[src/shared/mfd_pkg.sv]
package mfd_pkg;
  // Holding register addresses
  localparam logic [15:0] HR_FAULT_CLEAR = 16'h0000;
  localparam logic [15:0] HR_SPEED_FLOOR = 16'h0001;
  localparam logic [15:0] HR_SPEED_CEIL = 16'h0002;
  localparam logic [15:0] HR_CURR_LIMIT = 16'h0007;
  localparam logic [15:0] HR_FIXED_SPEED = 16'h0015;
  localparam logic [15:0] HR_REG_POLARITY = 16'h001f;
  localparam logic [15:0] HR_SKIP_LOW = 16'h0020;
  localparam logic [15:0] HR_SKIP_HIGH = 16'h0021;
  localparam logic [15:0] HR_MODE_SELECT = 16'h0022;
  localparam logic [15:0] HR_POWER_LIMIT = 16'h0024;
  localparam logic [15:0] HR_STATION_ADDR = 16'h002d;
  localparam logic [15:0] HR_DOUT_FUNC = 16'h002e;
  localparam logic [15:0] HR_LINE_RATE = 16'h002f;
  localparam logic [15:0] HR_FRAMING = 16'h0030;
  localparam logic [15:0] HR_REG_REF = 16'h0032;
  localparam logic [15:0] HR_REG_KP = 16'h0033;
  localparam logic [15:0] HR_REG_KI = 16'h0034;
  localparam logic [15:0] HR_REG_KD = 16'h0035;
  localparam logic [15:0] HR_REG_PERIOD = 16'h0036;
  localparam logic [15:0] HR_SPEED_ALARM = 16'h0037;
  localparam logic [15:0] HR_LINK_TIMEOUT = 16'h0038;
  localparam logic [15:0] HR_VOLATILE_SP = 16'h0042;
  localparam int HR_DEPTH = 64;
  // Input register addresses
  localparam logic [15:0] IR_TEMPERATURE = 16'h000f;
  localparam logic [15:0] IR_ALARM = 16'h0011;
  localparam logic [15:0] ALARM_LINK_LOST = 16'h00ff;
  // Function codes and exceptions
  localparam logic [7:0] FC_READ_HOLD = 8'h03;
  localparam logic [7:0] FC_READ_INPUT = 8'h04;
  localparam logic [7:0] FC_WRITE_SINGLE = 8'h06;
  localparam logic [7:0] EXC_ILLEGAL_FUNC = 8'h01;
  localparam logic [7:0] EXC_ILLEGAL_ADDR = 8'h02;
  localparam logic [7:0] EXC_ILLEGAL_VALUE = 8'h03;
  localparam logic [7:0] BROADCAST_ADDR = 8'h00;
  // Limits and reset values
  localparam logic [15:0] ADDR_MAX = 16'h00f7;
  localparam logic [15:0] MODE_MAX = 16'h000c;
  localparam logic [15:0] MODE_RESET = 16'h0001;
  localparam logic [15:0] MODE_FOLLOW = 16'h0003;
  localparam logic [15:0] FRAMING_MAX = 16'h0002;
  localparam logic [15:0] TIMEOUT_MAX = 16'h7fff;
  localparam logic [15:0] POWER_MIN = 16'h000a;
  localparam logic [15:0] SKIP_RESET = 16'h4e20;
  localparam logic [15:0] ADDR_RESET = 16'h0001;
  localparam logic [15:0] DOUT_TACHO = 16'h0000;
  localparam logic [15:0] TEMP_CLEAR = 16'h004b;
  // Line rate codes: 0=9600 1=19200 2=38400 3=57600
  localparam logic [1:0] RATE_9600 = 2'd0;
  localparam logic [1:0] RATE_57600 = 2'd3;
  localparam logic [1:0] RATE_RS485_MAX = 2'd1;
  // Timing
  localparam int CLK_HZ = 25000000;
  localparam int SECOND_CYCLES = CLK_HZ;
  // Bus operation codes
  typedef enum logic [1:0] {
    MFD_OP_IDLE = 2'b00,
    MFD_OP_READ = 2'b01,
    MFD_OP_WRITE = 2'b10
  } mfd_op_e;
endpackage

[src/shared/mfd_mem_if.sv]
interface mfd_mem_if;
  logic we;
  logic [5:0] waddr;
  logic [15:0] wdata;
  logic [5:0] raddr;
  logic [15:0] rdata;
  modport ctrl (output we, output waddr, output wdata, output raddr,
                input rdata);
  modport mem (input we, input waddr, input wdata, input raddr,
               output rdata);
endinterface

[src/hw/mfd_hold_mem.sv]
module mfd_hold_mem #(
  parameter int DEPTH = 64
) (
  input wire logic CLK,
  mfd_mem_if.mem port
);
  logic [15:0] store [DEPTH];

  // Registered read, single write port
  always_ff @(posedge CLK) begin
    if (port.we) begin
      store[port.waddr] <= port.wdata;
    end
    port.rdata <= store[port.raddr];
  end
endmodule

[src/hw/mfd_regif.sv]
// How it works
// RULE1: Out-of-bounds writes leave the stored value untouched, never clamped.
// RULE2: Line rate register selects speed; RS-485 allows 9600 and 19200 only.
// RULE3: Service serial link also allows 38400 and 57600.
// RULE4: Framing 0 none/2 stop, 1 odd/1 stop, 2 even/1 stop.
// RULE5: Functions 03, 04 and 06 are supported.
// RULE6: Timeout 0 disables; 1..32767 sets silence in seconds, then stop.
// RULE7: Timeout expiry sets alarm input register to 255.
// RULE8: Master resumes traffic then clears alarm before fan runs.
// RULE9: Station address accepts 1..247, resets to 1.
// RULE10: Station address zero is accepted as broadcast.
// RULE11: Defaults 9600, framing 0, address 1; 3-phase service link 57600.
// RULE12: Rate acts at once; address and framing only after restart.
// RULE13: Volatile setpoint is write-only, reads return zero.
// RULE14: Writing 1 to reset register clears faults, restarts, self-clears.
// RULE15: Persistent array of 64 entries, 26 user-writable; the code accepts writes at 22 addresses.
// RULE16: Overtemperature limits current and alarms; clears below 75 C.
// RULE17: Drive temperature readable in an input register.
// RULE18: Thermal protector trip stops fan and flags error.
// RULE19: High switching frequency at low speed, low at high speed.
// RULE20: Digital output function 0 delivers the tacho signal.
// RULE21: Follower on small single-phase units uses mode 3.
// RULE22: Master writes holding registers only while fan stopped.
// RULE23: Mode select accepts 0..12, default 1.
// RULE24: Unsupported function gets exception; broadcasts never answered.
// RULE25: Bad CRC or foreign address frames are discarded silently.
module mfd_regif #(
  parameter logic THREE_PHASE = 1'b0,
  parameter logic VAR_SWITCH = 1'b0,
  parameter logic [15:0] SWITCH_SPEED = 16'h03e8,
  parameter logic [15:0] TEMP_LIMIT = 16'h0055,
  parameter int SECOND = mfd_pkg::SECOND_CYCLES
) (
  input wire logic CLK,
  input wire logic SRST,
  input wire logic SERVICE_LINK,
  input wire logic REQ_VALID,
  input wire logic REQ_CRC_OK,
  input wire logic [7:0] REQ_STATION,
  input wire logic [7:0] REQ_FUNC,
  input wire logic [15:0] REQ_ADDR,
  input wire logic [15:0] REQ_DATA,
  input wire logic [15:0] TEMPERATURE,
  input wire logic PROTECTOR_OPEN,
  input wire logic TACHO_IN,
  input wire logic [15:0] SPEED_NOW,
  output logic RSP_VALID,
  output logic RSP_EXCEPTION,
  output logic [7:0] RSP_FUNC,
  output logic [15:0] RSP_DATA,
  output logic [1:0] LINE_RATE,
  output logic [1:0] LINE_FRAMING,
  output logic [7:0] ACTIVE_STATION,
  output logic [15:0] VOLATILE_SETPOINT,
  output logic [15:0] CURRENT_LIMIT,
  output logic [3:0] OP_MODE,
  output logic RUN_ENABLE,
  output logic DERATE,
  output logic SWITCH_HIGH,
  output logic DIGITAL_OUT,
  output logic RESTART
);
  import mfd_pkg::*;

  // Persistent holding array, registered read
  mfd_mem_if mem_bus ();
  mfd_hold_mem #(.DEPTH(HR_DEPTH)) u_mem (.CLK(CLK), .port(mem_bus.mem));

  // Shadow copies of holding registers steering logic
  logic [15:0] floor_r, ceil_r, curr_r, mode_r, addr_r, dout_r;
  logic [15:0] rate_r, frame_r, timeout_r, skip_lo, skip_hi, power_r;
  logic [15:0] curr_max, power_max;
  logic [7:0] boot_station;
  logic [1:0] boot_framing;
  logic link_alarm, derate_alarm, prot_alarm;
  logic [31:0] tick;
  logic [15:0] secs;
  logic pend_read;
  logic [7:0] pend_func;
  logic [15:0] pend_addr;

  // Request qualification
  // RULE10 broadcast station zero
  wire is_bcast = REQ_STATION == BROADCAST_ADDR;
  wire is_mine = REQ_STATION == boot_station;
  // RULE25 drop bad frames
  wire accepted = REQ_VALID && REQ_CRC_OK && (is_mine || is_bcast);
  // RULE5 supported functions
  wire fc_rd_h = REQ_FUNC == FC_READ_HOLD;
  wire fc_rd_i = REQ_FUNC == FC_READ_INPUT;
  wire fc_wr = REQ_FUNC == FC_WRITE_SINGLE;
  wire fc_ok = fc_rd_h || fc_rd_i || fc_wr;
  wire do_write = accepted && fc_wr;
  wire [15:0] d = REQ_DATA;

  // RULE15 user-writable set
  wire addr_user = (REQ_ADDR == HR_FAULT_CLEAR) ||
    (REQ_ADDR == HR_SPEED_FLOOR) || (REQ_ADDR == HR_SPEED_CEIL) ||
    (REQ_ADDR == HR_CURR_LIMIT) || (REQ_ADDR == HR_FIXED_SPEED) ||
    (REQ_ADDR == HR_REG_POLARITY) || (REQ_ADDR == HR_SKIP_LOW) ||
    (REQ_ADDR == HR_SKIP_HIGH) || (REQ_ADDR == HR_MODE_SELECT) ||
    (REQ_ADDR == HR_POWER_LIMIT) || (REQ_ADDR == HR_STATION_ADDR) ||
    (REQ_ADDR == HR_DOUT_FUNC) || (REQ_ADDR == HR_LINE_RATE) ||
    (REQ_ADDR == HR_FRAMING) || (REQ_ADDR == HR_VOLATILE_SP) ||
    ((REQ_ADDR >= HR_REG_REF) && (REQ_ADDR <= HR_LINK_TIMEOUT));

  // RULE2 rate bound per link
  wire [15:0] rate_max = SERVICE_LINK ? 16'h0003 : 16'h0001;
  // Value bounds per register
  logic in_bounds;
  always_comb begin
    in_bounds = 1'b1;
    unique case (REQ_ADDR)
      HR_FAULT_CLEAR: in_bounds = d <= 16'h0001;
      HR_SPEED_FLOOR: in_bounds = d <= ceil_r;
      HR_SPEED_CEIL: in_bounds = d >= floor_r;
      HR_CURR_LIMIT: in_bounds = d >= 16'h0001 && d <= curr_max;
      HR_FIXED_SPEED: in_bounds = d >= floor_r && d <= ceil_r;
      HR_REG_POLARITY: in_bounds = d <= 16'h0001;
      HR_SKIP_LOW: in_bounds = d <= skip_hi;
      HR_SKIP_HIGH: in_bounds = d >= skip_lo;
      // RULE23 mode range
      HR_MODE_SELECT: in_bounds = d <= MODE_MAX;
      HR_POWER_LIMIT: in_bounds = d >= POWER_MIN && d <= power_max;
      // RULE9 address range
      HR_STATION_ADDR: in_bounds = d >= 16'h0001 && d <= ADDR_MAX;
      // RULE3 four rates on service link
      HR_LINE_RATE: in_bounds = d <= rate_max;
      // RULE4 framing codes
      HR_FRAMING: in_bounds = d <= FRAMING_MAX;
      // RULE6 timeout range
      HR_LINK_TIMEOUT: in_bounds = d <= TIMEOUT_MAX;
      default: in_bounds = 1'b1;
    endcase
  end
  // RULE1 reject, no coercion
  wire wr_ok = do_write && addr_user && in_bounds;
  wire wr_sp = wr_ok && REQ_ADDR == HR_VOLATILE_SP;
  // RULE14 reset register write
  wire wr_clear = wr_ok && REQ_ADDR == HR_FAULT_CLEAR && d[0];

  // Persistent array port; volatile setpoint not stored
  assign mem_bus.we = wr_ok && !wr_sp && REQ_ADDR != HR_FAULT_CLEAR;
  assign mem_bus.waddr = REQ_ADDR[5:0];
  assign mem_bus.wdata = d;
  assign mem_bus.raddr = REQ_ADDR[5:0];

  // Shadow register updates
  always_ff @(posedge CLK) begin
    if (SRST) begin
      floor_r <= 16'h0000;
      ceil_r <= 16'hffff;
      curr_max <= 16'hffff;
      curr_r <= 16'hffff;
      power_max <= 16'hffff;
      power_r <= 16'hffff;
      mode_r <= MODE_RESET;
      // RULE12 stored address and framing survive a restart
      // Unknown or illegal contents fall back to the factory value
      if (addr_r >= 16'h0001 && addr_r <= ADDR_MAX) begin
        addr_r <= addr_r;
      end else begin
        addr_r <= ADDR_RESET;
      end
      // RULE11 factory defaults
      rate_r <= {14'h0000, (THREE_PHASE && SERVICE_LINK) ? RATE_57600
                                                         : RATE_9600};
      if (frame_r <= FRAMING_MAX) begin
        frame_r <= frame_r;
      end else begin
        frame_r <= 16'h0000;
      end
      dout_r <= DOUT_TACHO;
      timeout_r <= 16'h0000;
      skip_lo <= SKIP_RESET;
      skip_hi <= SKIP_RESET;
    end else if (mem_bus.we) begin
      unique case (REQ_ADDR)
        HR_SPEED_FLOOR: floor_r <= d;
        HR_SPEED_CEIL: ceil_r <= d;
        HR_CURR_LIMIT: curr_r <= d;
        HR_POWER_LIMIT: power_r <= d;
        HR_MODE_SELECT: mode_r <= d;
        HR_STATION_ADDR: addr_r <= d;
        HR_LINE_RATE: rate_r <= d;
        HR_FRAMING: frame_r <= d;
        HR_DOUT_FUNC: dout_r <= d;
        HR_LINK_TIMEOUT: timeout_r <= d;
        HR_SKIP_LOW: skip_lo <= d;
        HR_SKIP_HIGH: skip_hi <= d;
        default: ;
      endcase
    end
  end

  // RULE12 address/framing latched at restart only
  // Two reset edges are needed at power-up to load defaults
  always_ff @(posedge CLK) begin
    if (SRST) begin
      boot_station <= addr_r[7:0];
      boot_framing <= frame_r[1:0];
    end
  end

  // RULE13 volatile setpoint kept until the next write or reset
  always_ff @(posedge CLK) begin
    if (SRST) begin
      VOLATILE_SETPOINT <= 16'h0000;
    end else if (wr_sp) begin
      VOLATILE_SETPOINT <= d;
    end
  end

  // RULE6 silence counter in seconds
  // Counting stops at expiry so the count never wraps
  wire expire = timeout_r != 16'h0000 && secs >= timeout_r;
  always_ff @(posedge CLK) begin
    if (SRST || accepted || timeout_r == 16'h0000) begin
      tick <= 32'h0;
      secs <= 16'h0000;
    end else if (!expire) begin
      if (tick == 32'(SECOND - 1)) begin
        tick <= 32'h0;
        secs <= secs + 16'h0001;
      end else begin
        tick <= tick + 32'h1;
      end
    end
  end

  // Alarms: set wins over clear
  // Derating has hysteresis between limit and clear level
  wire hot = TEMPERATURE > TEMP_LIMIT;
  wire cool = TEMPERATURE < TEMP_CLEAR;
  always_ff @(posedge CLK) begin
    if (SRST) begin
      link_alarm <= 1'b0;
      derate_alarm <= 1'b0;
      prot_alarm <= 1'b0;
    end else begin
      // RULE7 link alarm, RULE8 held until cleared
      link_alarm <= expire || (link_alarm && !wr_clear);
      // RULE16 derating with auto clear below 75
      derate_alarm <= hot || (derate_alarm && !cool);
      // RULE18 protector trip latched
      prot_alarm <= PROTECTOR_OPEN || (prot_alarm && !wr_clear);
    end
  end

  // Response path, one cycle after request for memory read
  // Alarm word: ff on link loss, else fault bits
  wire [15:0] alarm_word = link_alarm ? ALARM_LINK_LOST :
    {13'h0000, prot_alarm, derate_alarm, 1'b0};
  always_ff @(posedge CLK) begin
    if (SRST) begin
      pend_read <= 1'b0;
      pend_func <= 8'h00;
      pend_addr <= 16'h0000;
    end else begin
      // RULE24 broadcasts never answered
      pend_read <= accepted && !is_bcast;
      pend_func <= REQ_FUNC;
      pend_addr <= REQ_ADDR;
    end
  end
  // Decode of the request awaiting its answer
  wire p_rd_h = pend_func == FC_READ_HOLD;
  wire p_rd_i = pend_func == FC_READ_INPUT;
  wire p_wr = pend_func == FC_WRITE_SINGLE;
  wire p_fc_ok = p_rd_h || p_rd_i || p_wr;
  wire p_hold_ok = pend_addr < 16'(HR_DEPTH) &&
    pend_addr != HR_FAULT_CLEAR;
  // Write verdict kept for the echo cycle
  logic pend_wr_ok;
  always_ff @(posedge CLK) begin
    if (SRST) begin
      pend_wr_ok <= 1'b0;
    end else begin
      pend_wr_ok <= wr_ok;
    end
  end
  // RULE17 temperature input register
  wire [15:0] input_word = pend_addr == IR_TEMPERATURE ? TEMPERATURE :
    pend_addr == IR_ALARM ? alarm_word : 16'h0000;
  // RULE13 volatile setpoint reads as zero
  wire [15:0] hold_word = pend_addr == HR_VOLATILE_SP ||
    pend_addr == HR_FAULT_CLEAR ? 16'h0000 : mem_bus.rdata;
  // Exception choice and answer word
  wire p_exc = !p_fc_ok || (p_wr && !pend_wr_ok);
  wire [7:0] exc_code = !p_fc_ok ? EXC_ILLEGAL_FUNC : EXC_ILLEGAL_VALUE;
  wire [15:0] rsp_word = p_exc ? {8'h00, exc_code} :
    p_rd_i ? input_word : p_wr ? pend_addr :
    (p_hold_ok || pend_addr == HR_FAULT_CLEAR) ? hold_word : 16'h0000;

  // Outputs from flip-flops
  always_ff @(posedge CLK) begin
    if (SRST) begin
      RSP_VALID <= 1'b0;
      RSP_EXCEPTION <= 1'b0;
      RSP_FUNC <= 8'h00;
      RSP_DATA <= 16'h0000;
      RESTART <= 1'b0;
      RUN_ENABLE <= 1'b0;
    end else begin
      RSP_VALID <= pend_read;
      RSP_EXCEPTION <= pend_read && p_exc;
      RSP_FUNC <= p_exc ? (pend_func | 8'h80) : pend_func;
      RSP_DATA <= rsp_word;
      // RULE14 one-cycle restart, register reads 0
      RESTART <= wr_clear;
      // RULE18 fan stopped on faults
      RUN_ENABLE <= !(link_alarm || prot_alarm || expire);
    end
  end

  // Steering outputs
  always_ff @(posedge CLK) begin
    if (SRST) begin
      LINE_RATE <= RATE_9600;
      LINE_FRAMING <= 2'b00;
      ACTIVE_STATION <= 8'h00;
      CURRENT_LIMIT <= 16'hffff;
      OP_MODE <= 4'h1;
      DERATE <= 1'b0;
      SWITCH_HIGH <= 1'b1;
      DIGITAL_OUT <= 1'b0;
    end else begin
      // RULE2 rate applies at once
      LINE_RATE <= rate_r[1:0];
      LINE_FRAMING <= boot_framing;
      ACTIVE_STATION <= boot_station;
      // RULE16 current limited while derating
      CURRENT_LIMIT <= derate_alarm ? {1'b0, curr_r[15:1]} : curr_r;
      OP_MODE <= mode_r[3:0];
      DERATE <= derate_alarm;
      // RULE19 speed-dependent switching
      SWITCH_HIGH <= !VAR_SWITCH || SPEED_NOW < SWITCH_SPEED;
      // RULE20 tacho on digital output
      DIGITAL_OUT <= dout_r == DOUT_TACHO ? TACHO_IN :
        (link_alarm || prot_alarm || derate_alarm);
    end
  end
endmodule

[config.mk]
export PLATFORM = sky130hd
export DESIGN_NAME = mfd_regif
export DESIGN_NICKNAME = d
export VERILOG_FILES = /design/src/shared/mfd_pkg.sv /design/src/shared/mfd_mem_if.sv /design/src/hw/mfd_hold_mem.sv /design/src/hw/mfd_regif.sv
export SDC_FILE = /design/constraint.sdc
export NUM_CORES = 2
export LEC_CHECK = 0
export BUFFER_PORTS_ARGS = -buffer_cell sky130_fd_sc_hd__buf_2
export CAP_MARGIN = 5
export CORE_UTILIZATION = 25
export CTS_CLUSTER_SIZE = 20
export DETAILED_ROUTE_END_ITERATION = 16
export GPL_TIMING_DRIVEN = 0
export PLACE_DENSITY = 0.5
export SKIP_LAST_GASP = 1
export SYNTH_ARGS = -nofsm -noshare
export SYNTH_HDL_FRONTEND = slang
export SYNTH_SLANG_ARGS = --single-unit
[constraint.sdc]
create_clock -name CLK -period 7.3 [get_ports CLK]
set_clock_uncertainty 0.15 [all_clocks]
set_input_delay 0.365 -clock CLK [delete_from_list [all_inputs] [get_ports CLK]]
set_output_delay 0.365 -clock CLK [all_outputs]
set_load 0.05 [all_outputs]
# After elaboration in Yosys (flattened, before gate mapping)
# Memories as Yosys holds them, arrays and structs flattened. A register that Yosys moved wholly into a read port is not among the register bits.
# Index checks and enable logic that the tools add are counted.
dict set report op_classes {
  addsub 2
  n_lt_le_gt_ge 22
  eq_ne 26
  muxes 25
  bitwise_logic 1
  reduce_logical 85
}
# op count
set ops {}
lappend ops {{16-bit 2-to-1 mux} 14}
lappend ops {{16-bit by 6-bit equality test with 1-bit output, second input constant} 9}
lappend ops {{16-bit logical NOT} 4}
lappend ops {{16-bit by 5-bit equality test with 1-bit output, second input constant} 3}
lappend ops {{16-bit greater-or-equal comparator} 3}
lappend ops {{16-bit nonzero test} 3}
lappend ops {{32-bit by 1-bit adder with 32-bit output, second input constant} 1}
lappend ops {{16-bit by 7-bit equality test with 1-bit output, second input constant} 2}
lappend ops {{32-bit by 25-bit equality test with 1-bit output, second input constant} 1}
lappend ops {{16-bit by 1-bit greater-or-equal comparator with 1-bit output, second input constant} 2}
lappend ops {{16-bit <= comparator} 2}
lappend ops {{16-bit by 2-bit <= comparator with 1-bit output, second input constant} 2}
lappend ops {{16-bit by 8-bit <= comparator with 1-bit output, second input constant} 2}
lappend ops {{16-bit by 7-bit less-than comparator with 1-bit output, second input constant} 2}
lappend ops {{32-bit 2-to-1 mux} 1}
lappend ops {{8-bit 2-to-1 mux} 4}
lappend ops {{1-bit logical OR} 29}
lappend ops {{8-bit by 3-bit equality test with 1-bit output, second input constant} 3}
lappend ops {{1-bit logical AND} 24}
lappend ops {{2-bit AND reduction} 10}
lappend ops {{16-bit by 1-bit adder with 16-bit output, second input constant} 1}
lappend ops {{16-bit by 1-bit equality test with 1-bit output, second input constant} 1}
lappend ops {{16-bit by 2-bit equality test with 1-bit output, second input constant} 1}
lappend ops {{16-bit by 3-bit equality test with 1-bit output, second input constant} 1}
lappend ops {{other kinds (22)} 36}
dict set report totals {
  regBits 315
  ramBits 1024
  wordCells 199
  memories 1
}
# name depth word_bits read_ports rd_ports_with_merged_regs wr line
set mem_list {}
lappend mem_list {u_mem.store 64 16 1 1 1 mfd_hold_mem.sv:7} ;# logic [15:0] store [DEPTH];

# Longest topological paths before layout
dict set report depth {
  word_depth 24
  ltp_mapped 13
  ltp_nobuf 10
}

# Cells and area by module
# Synthesis repeated with hierarchy kept, for this count alone.
dict set report unflattened {
  cells_unflattened 3453
  hier_area_um2 54966.5
}
# mod instances cells_each area_each_um2 seq_area_each_um2
set by_module_without_submodules {}
lappend by_module_without_submodules {mfd_hold_mem 1 1829 40042.2 31069.8}
lappend by_module_without_submodules {mfd_regif 1 1624 14924.3 6726.5}

# Worst setup path after synthesis
# OpenSTA, ideal clock, no wires.
dict set report synth_timing {
  kind {input to register}
  from {input port REQ_DATA[11]}
  to {register addr_r[0], enable pin}
  arrival_ps 3868
  required_time_ps 6714
  path_slack_ps 2847
  cell_stages 8
  n_path_buf 1
  cell_sequence {clkbuf_1 -> nor4_1 -> o211ai_1 -> a2111oi_2 -> a22oi_1 -> o2111a_1 -> a41o_2 -> o41ai_1}
}
dict set report synth_via {
  elab_chain_len 10
  word_cells_on_any_way 25
  cone_classes {13 x order compare; 1 x mux; 11 x reduce/logical}
}
# element line
set synth_rtl {}
lappend synth_rtl {{from (decl)} mfd_regif.sv:42} ;# input wire logic [15:0] REQ_DATA,
lappend synth_rtl {{16-bit by 1-bit greater-or-equal comparator with 1-bit output, or another cell as far along} {mfd_regif.sv:117, mfd_regif.sv:126}}
lappend synth_rtl {{1-bit logical AND, on equally long branches} n/a}
lappend synth_rtl {{1-bit case mux with 13 select lines (*)} mfd_regif.sv:113} ;# unique case (REQ_ADDR)
lappend synth_rtl {{1-bit logical AND (*)} mfd_regif.sv:137} ;# wire wr_ok = do_write && addr_user && in_bounds;
lappend synth_rtl {{1-bit logical AND} mfd_regif.sv:138} ;# wire wr_sp = wr_ok && REQ_ADDR == HR_VOLATILE_SP;
lappend synth_rtl {{1-bit logical NOT} mfd_regif.sv:143} ;# assign mem_bus.we = wr_ok && !wr_sp && REQ_ADDR != HR_FAULT_CLEAR;
lappend synth_rtl {{1-bit logical AND (*) (2 in a row)} mfd_regif.sv:143}
lappend synth_rtl {{2-bit nonzero test (no line) (*)} n/a}
lappend synth_rtl {{3-bit AND reduction (no line) (*)} n/a}
lappend synth_rtl {{to (signal assigned)} mfd_regif.sv:161} ;# addr_r <= addr_r;
lappend synth_rtl {{to (decl)} mfd_regif.sv:70} ;# logic [15:0] floor_r, ceil_r, curr_r, mode_r, addr_r, dout_r;
# Mark *: on every way between the ends. The rest lies on a longest branch, timed or not.
# A chain may end at the register's enable or synchronous reset.

# Final worst setup path
dict set report layout_timing {
  from {input port REQ_DATA[0]}
  to {memory u_mem.store[56][5], enable pin}
}
dict set report layout_via {
  elab_chain_len 10
  word_cells_on_any_way 25
  cone_classes {13 x order compare; 3 x mux; 9 x reduce/logical}
}
# element line
set layout_rtl {}
lappend layout_rtl {{16-bit by 1-bit greater-or-equal comparator with 1-bit output, or another cell as far along} {mfd_regif.sv:117, mfd_regif.sv:126}}
lappend layout_rtl {{1-bit logical AND, on equally long branches} n/a}
lappend layout_rtl {{1-bit case mux with 13 select lines (*)} mfd_regif.sv:113}
lappend layout_rtl {{1-bit logical AND (*)} mfd_regif.sv:137}
lappend layout_rtl {{1-bit logical AND} mfd_regif.sv:138}
lappend layout_rtl {{1-bit logical NOT} mfd_regif.sv:143}
lappend layout_rtl {{1-bit logical AND (*) (2 in a row)} mfd_regif.sv:143}
lappend layout_rtl {{1-bit 2-to-1 mux (*)} mfd_hold_mem.sv:11} ;# if (port.we) begin
lappend layout_rtl {{1-bit 2-to-1 mux (implied by the code) (*)} mfd_hold_mem.sv:12} ;# store[port.waddr] <= port.wdata;
lappend layout_rtl {{to (decl)} mfd_hold_mem.sv:7}
# Marks and branches as above.

==> impl_metrics.prom <==
# TYPE chip_impl_metric gauge
chip_impl_info{name="run_status",value="finished, final reports clean"} 1
chip_impl_metric{name="die_w",unit="microns"} 467
chip_impl_metric{name="postSynthRegisterBits",unit=""} 1355
chip_impl_info{name="tritoncts_clock_tree",value="done"} 1
chip_impl_metric{name="buffer_ports.inserted",unit=""} 147
chip_impl_metric{name="worstPathBufferInverterCount",unit=""} 5
chip_impl_metric{name="synthesis.area",unit="sq um"} 54100
chip_impl_info{name="worst_path_dominant_cell_family",value="buffers and inverters"} 1
chip_impl_metric{name="ys_async_sr_fraction",unit=""} 0
chip_impl_metric{name="number_of_pins_exceeding_their_max_slew_limit_in_the_final_report",unit=""} 0
chip_impl_metric{name="required_time_worst_endpoint",unit="ps"} 7680
chip_impl_metric{name="post_layout_nonfiller_instances",unit=""} 7185
chip_impl_metric{name="gr-usage-all-layers",unit=""} 0.138
chip_impl_metric{name="clk_transition_reported_paths",unit="ps"} 60
chip_impl_metric{name="critical_path.max_fanout",unit=""} 65
chip_impl_metric{name="layout_worst_path_cycle_share",unit=""} 0.804
chip_impl_metric{name="wl_cell",unit="microns"} 21.0
chip_impl_info{name="holdCritPathClass",value="in2reg"} 1
chip_impl_metric{name="final_nets",unit=""} 4378
chip_impl_metric{name="synth_mux_area_frac",unit=""} 0.152
chip_impl_metric{name="die_height",unit="microns"} 467
chip_impl_metric{name="gate_count_after_technology_mapping",unit=""} 3104
chip_impl_info{name="main_combinational_cell_family_by_area_after_synthesis",value="multiplexers"} 1
chip_impl_info{name="registers.top_by_ff_count",value="u_mem.store"} 1
chip_impl_metric{name="share_of_cells_above_drive_strength_1",unit=""} 0.194
chip_impl_metric{name="dieArea",unit="sq um"} 218000
chip_impl_metric{name="first_global_vias",unit=""} 30751
chip_impl_metric{name="cpPeakStageDelay",unit="ps"} 930
chip_impl_metric{name="setup_viol",unit=""} 0
chip_impl_info{name="mostFrequentLayoutCells",value="sky130_fd_sc_hd__edfxtp_1, sky130_fd_sc_hd__conb_1, sky130_fd_sc_hd__mux4_2, sky130_fd_sc_hd__dfxtp_1, sky130_fd_sc_hd__buf_2"} 1
chip_impl_info{name="final_common_cell",value="sky130_fd_sc_hd__edfxtp_1"} 1
chip_impl_metric{name="synth_edf_count",unit=""} 1066
chip_impl_metric{name="initial_core_util",unit=""} 0.252
chip_impl_metric{name="global_route_wire_length_before_repair",unit="microns"} 215000
chip_impl_metric{name="timing.setup.tns",unit="ps"} 0
chip_impl_metric{name="firstDrtPassIters",unit=""} 6
chip_impl_info{name="critPathCaptureType",value="register"} 1
chip_impl_metric{name="vias_per_cell",unit=""} 4.29
chip_impl_metric{name="post-route-drc-count",unit=""} 0
chip_impl_metric{name="first_iter_violations",unit=""} 2556
chip_impl_metric{name="gp_congestion",unit=""} 0.843
chip_impl_metric{name="max-clock-path-buffers",unit=""} 3
chip_impl_metric{name="synth_area_per_cell",unit="sq um"} 17.4
chip_impl_metric{name="vias",unit=""} 30854
chip_impl_metric{name="cts.sink_count",unit=""} 1355
chip_impl_info{name="cts.root.buffer_cell",value="sky130_fd_sc_hd__clkbuf_16"} 1
chip_impl_metric{name="number_of_buffers_inserted_during_clock_tree_synthesis",unit=""} 150
chip_impl_metric{name="design.portCount",unit=""} 166
chip_impl_metric{name="synth_compound_area_frac",unit=""} 0.0396
chip_impl_metric{name="flip_flop_count_of_the_largest_register_after_layout",unit=""} 1024
chip_impl_metric{name="grt_start_max_net_pins",unit=""} 76
chip_impl_metric{name="finalWirelength",unit="microns"} 151000
chip_impl_metric{name="post_synth_adder_cell_area",unit=""} 0.0192
chip_impl_metric{name="clock_latency",unit="ps"} 800
chip_impl_metric{name="area_growth_syn_to_layout",unit="%"} 24.2
chip_impl_info{name="crit_chain",value="buf_2, clkbuf_1, inv_1, ha_1, nand2b_1, a2111oi_0, nor3_1, o21ai_0, a221o_1, nor4bb_1, nand2b_1, buf_2, nor2_2, buf_16"} 1
chip_impl_metric{name="timing.final.hold_violations",unit=""} 0
chip_impl_metric{name="finalCriticalPeriod",unit="ps"} 5870
chip_impl_metric{name="post_synth_and_or_nand_nor_area_fraction",unit=""} 0.0619
chip_impl_metric{name="detail-route-antenna-nets",unit=""} 0
chip_impl_metric{name="timing.max_slew.rel_slack",unit=""} 0.0845
chip_impl_metric{name="postCtsResizedCells",unit=""} 0
chip_impl_metric{name="design.core.area",unit="sq um"} 215000
chip_impl_metric{name="synth-seq-area-share",unit=""} 0.699
chip_impl_metric{name="peakVddDrop",unit="mV"} 0.250
chip_impl_metric{name="htree_levels",unit=""} 4
chip_impl_info{name="critical-path-slowest-cell",value="sky130_fd_sc_hd__clkbuf_1"} 1
chip_impl_info{name="largest_registers",value="u_mem.store: 1024 flops, tick: 32 flops"} 1
chip_impl_metric{name="ys_types",unit=""} 85
chip_impl_metric{name="clock.fmax",unit="GHz"} 0.170
chip_impl_info{name="setup_repair_after_global_routing_missed_its_margin",value="false"} 1
chip_impl_metric{name="critical_path_arrival",unit="ps"} 6250
chip_impl_metric{name="post-dp-hpwl",unit="microns"} 105000
chip_impl_metric{name="antenna_found_initial",unit=""} 21
chip_impl_info{name="synthFlopType",value="sky130_fd_sc_hd__edfxtp_1"} 1
chip_impl_metric{name="timing_worst_slew_pin_value",unit="ps"} 1350
chip_impl_metric{name="leakage_power_of_the_design",unit="nW"} 23.8
chip_impl_metric{name="synthXorXnorAreaFrac",unit=""} 0.00680
chip_impl_metric{name="row_count",unit=""} 170
chip_impl_metric{name="max-cap-violations",unit=""} 0
chip_impl_metric{name="final.fill_count",unit=""} 21326
chip_impl_metric{name="global_route.overflow_total",unit=""} 0
chip_impl_info{name="worst_setup_path_start_kind",value="input port"} 1
chip_impl_metric{name="pwr_density_cell",unit="nW/um^2"} 257
chip_impl_info{name="setup.worst_path.class",value="in2reg"} 1
chip_impl_metric{name="numPlacedInstances",unit=""} 6841
chip_impl_metric{name="yosysWarningCount",unit=""} 0
-- cells in the mapped netlist (18+ instances only) --
library cell	number	area [sq um]
sky130_fd_sc_hd__nand2_1	77	289
sky130_fd_sc_hd__edfxtp_1	1066	32000
sky130_fd_sc_hd__clkbuf_1	105	394
sky130_fd_sc_hd__xnor2_1	41	359
sky130_fd_sc_hd__nand2b_1	50	313
sky130_fd_sc_hd__inv_1	106	398
sky130_fd_sc_hd__dfxtp_1	289	5790
sky130_fd_sc_hd__or3_1	21	131
sky130_fd_sc_hd__nor2b_1	71	444
sky130_fd_sc_hd__nor2_1	162	608
sky130_fd_sc_hd__a211o_1	32	280
sky130_fd_sc_hd__ha_1	83	1040
sky130_fd_sc_hd__mux2i_1	61	611
sky130_fd_sc_hd__a21oi_1	69	345
sky130_fd_sc_hd__nor3_1	38	190
sky130_fd_sc_hd__buf_2	20	100
sky130_fd_sc_hd__nand3_1	36	180
sky130_fd_sc_hd__o21ai_0	110	551
sky130_fd_sc_hd__mux4_2	336	7570
sky130_fd_sc_hd__nor4_1	43	269
sky130_fd_sc_hd__nand4_1	30	188
sky130_fd_sc_hd__a221o_1	18	180
sky130_fd_sc_hd__buf_1	38	143
-- where the power goes --
part           internal [W]  total, W  switching [W]
sequential          0.00873   0.00883      0.0000950
combinational      0.000463   0.00119       0.000731
clock               0.00409   0.00724        0.00316
-- timing repair --
action	CTS	global route
hold endpoints to repair	256	19
buffers inserted	0	0
endpoints found under the setup margin	0	0
hold buffers	50	1
-- layer usage --
layer / wire length [microns] / up-vias / GRT usage
met4: 4790 / 2 / 0.0505
met1: 64400 / 15931 / 0.179
met2: 73200 / 811 / 0.228
met5: 12 / - / 0
li1: - / 13860 / -
met3: 8400 / 250 / 0.0262
-- path summary, 6_finish.rpt --
check,from,end,slack [ps],depth (start not counted)
worst max register to register,ceil_r[13],u_mem.store[56][5],2810,12
worst max-delay path,REQ_DATA[0],u_mem.store[56][5],1430,14
worst min register to register,mode_r[0],OP_MODE[0],290,1
worst min-delay path,REQ_DATA[3],u_mem.store[18][3],30,1
-- logic make-up (layout without fill, tap and decap cells) --
kind of cell    after synthesis  count (layout)
flops                      1355            1355
compound gates              320             320
other cells                   2             722
simple gates                617             617
buf+inv                     282             805
mux                         403             403
fa+ha+maj                    83              83
xor+xnor                     42              42
-- layout make-up --
cell class / instances / area [sq um] / area share
multi-input combinational: 2170 / 17900 / 0.266
tap: 2838 / 3550 / 0.0528
inverter: 107 / 402 / 0.00598
buffer: 175 / 747 / 0.0111
sequential: 1355 / 37800 / 0.563
antenna: 17 / 42.5 / 0.000633
timing repair buffer: 249 / 2070 / 0.0308
clock inverter: 70 / 598 / 0.00890
clock buffer: 204 / 4080 / 0.0607
-- through the flow --
stage / power [W] / hold slack, ps / area, sq um / worst slack, ps / utilization
after detailed placement: 0.0102 / 275 / 61900 / 573 / 0.288
after floorplan: 0.00960 / 252 / 56700 / 2850 / -
after global placement: 0.0101 / 266 / 61000 / -2510 / 0.284
after global routing: 0.0179 / 18.5 / 67200 / 1200 / 0.313
after CTS: 0.0175 / 9.11 / 67100 / 1390 / 0.312
final: 0.0173 / 28.7 / 67200 / 1430 / 0.313
No activity file was read; power rests on OpenSTA's default activity.
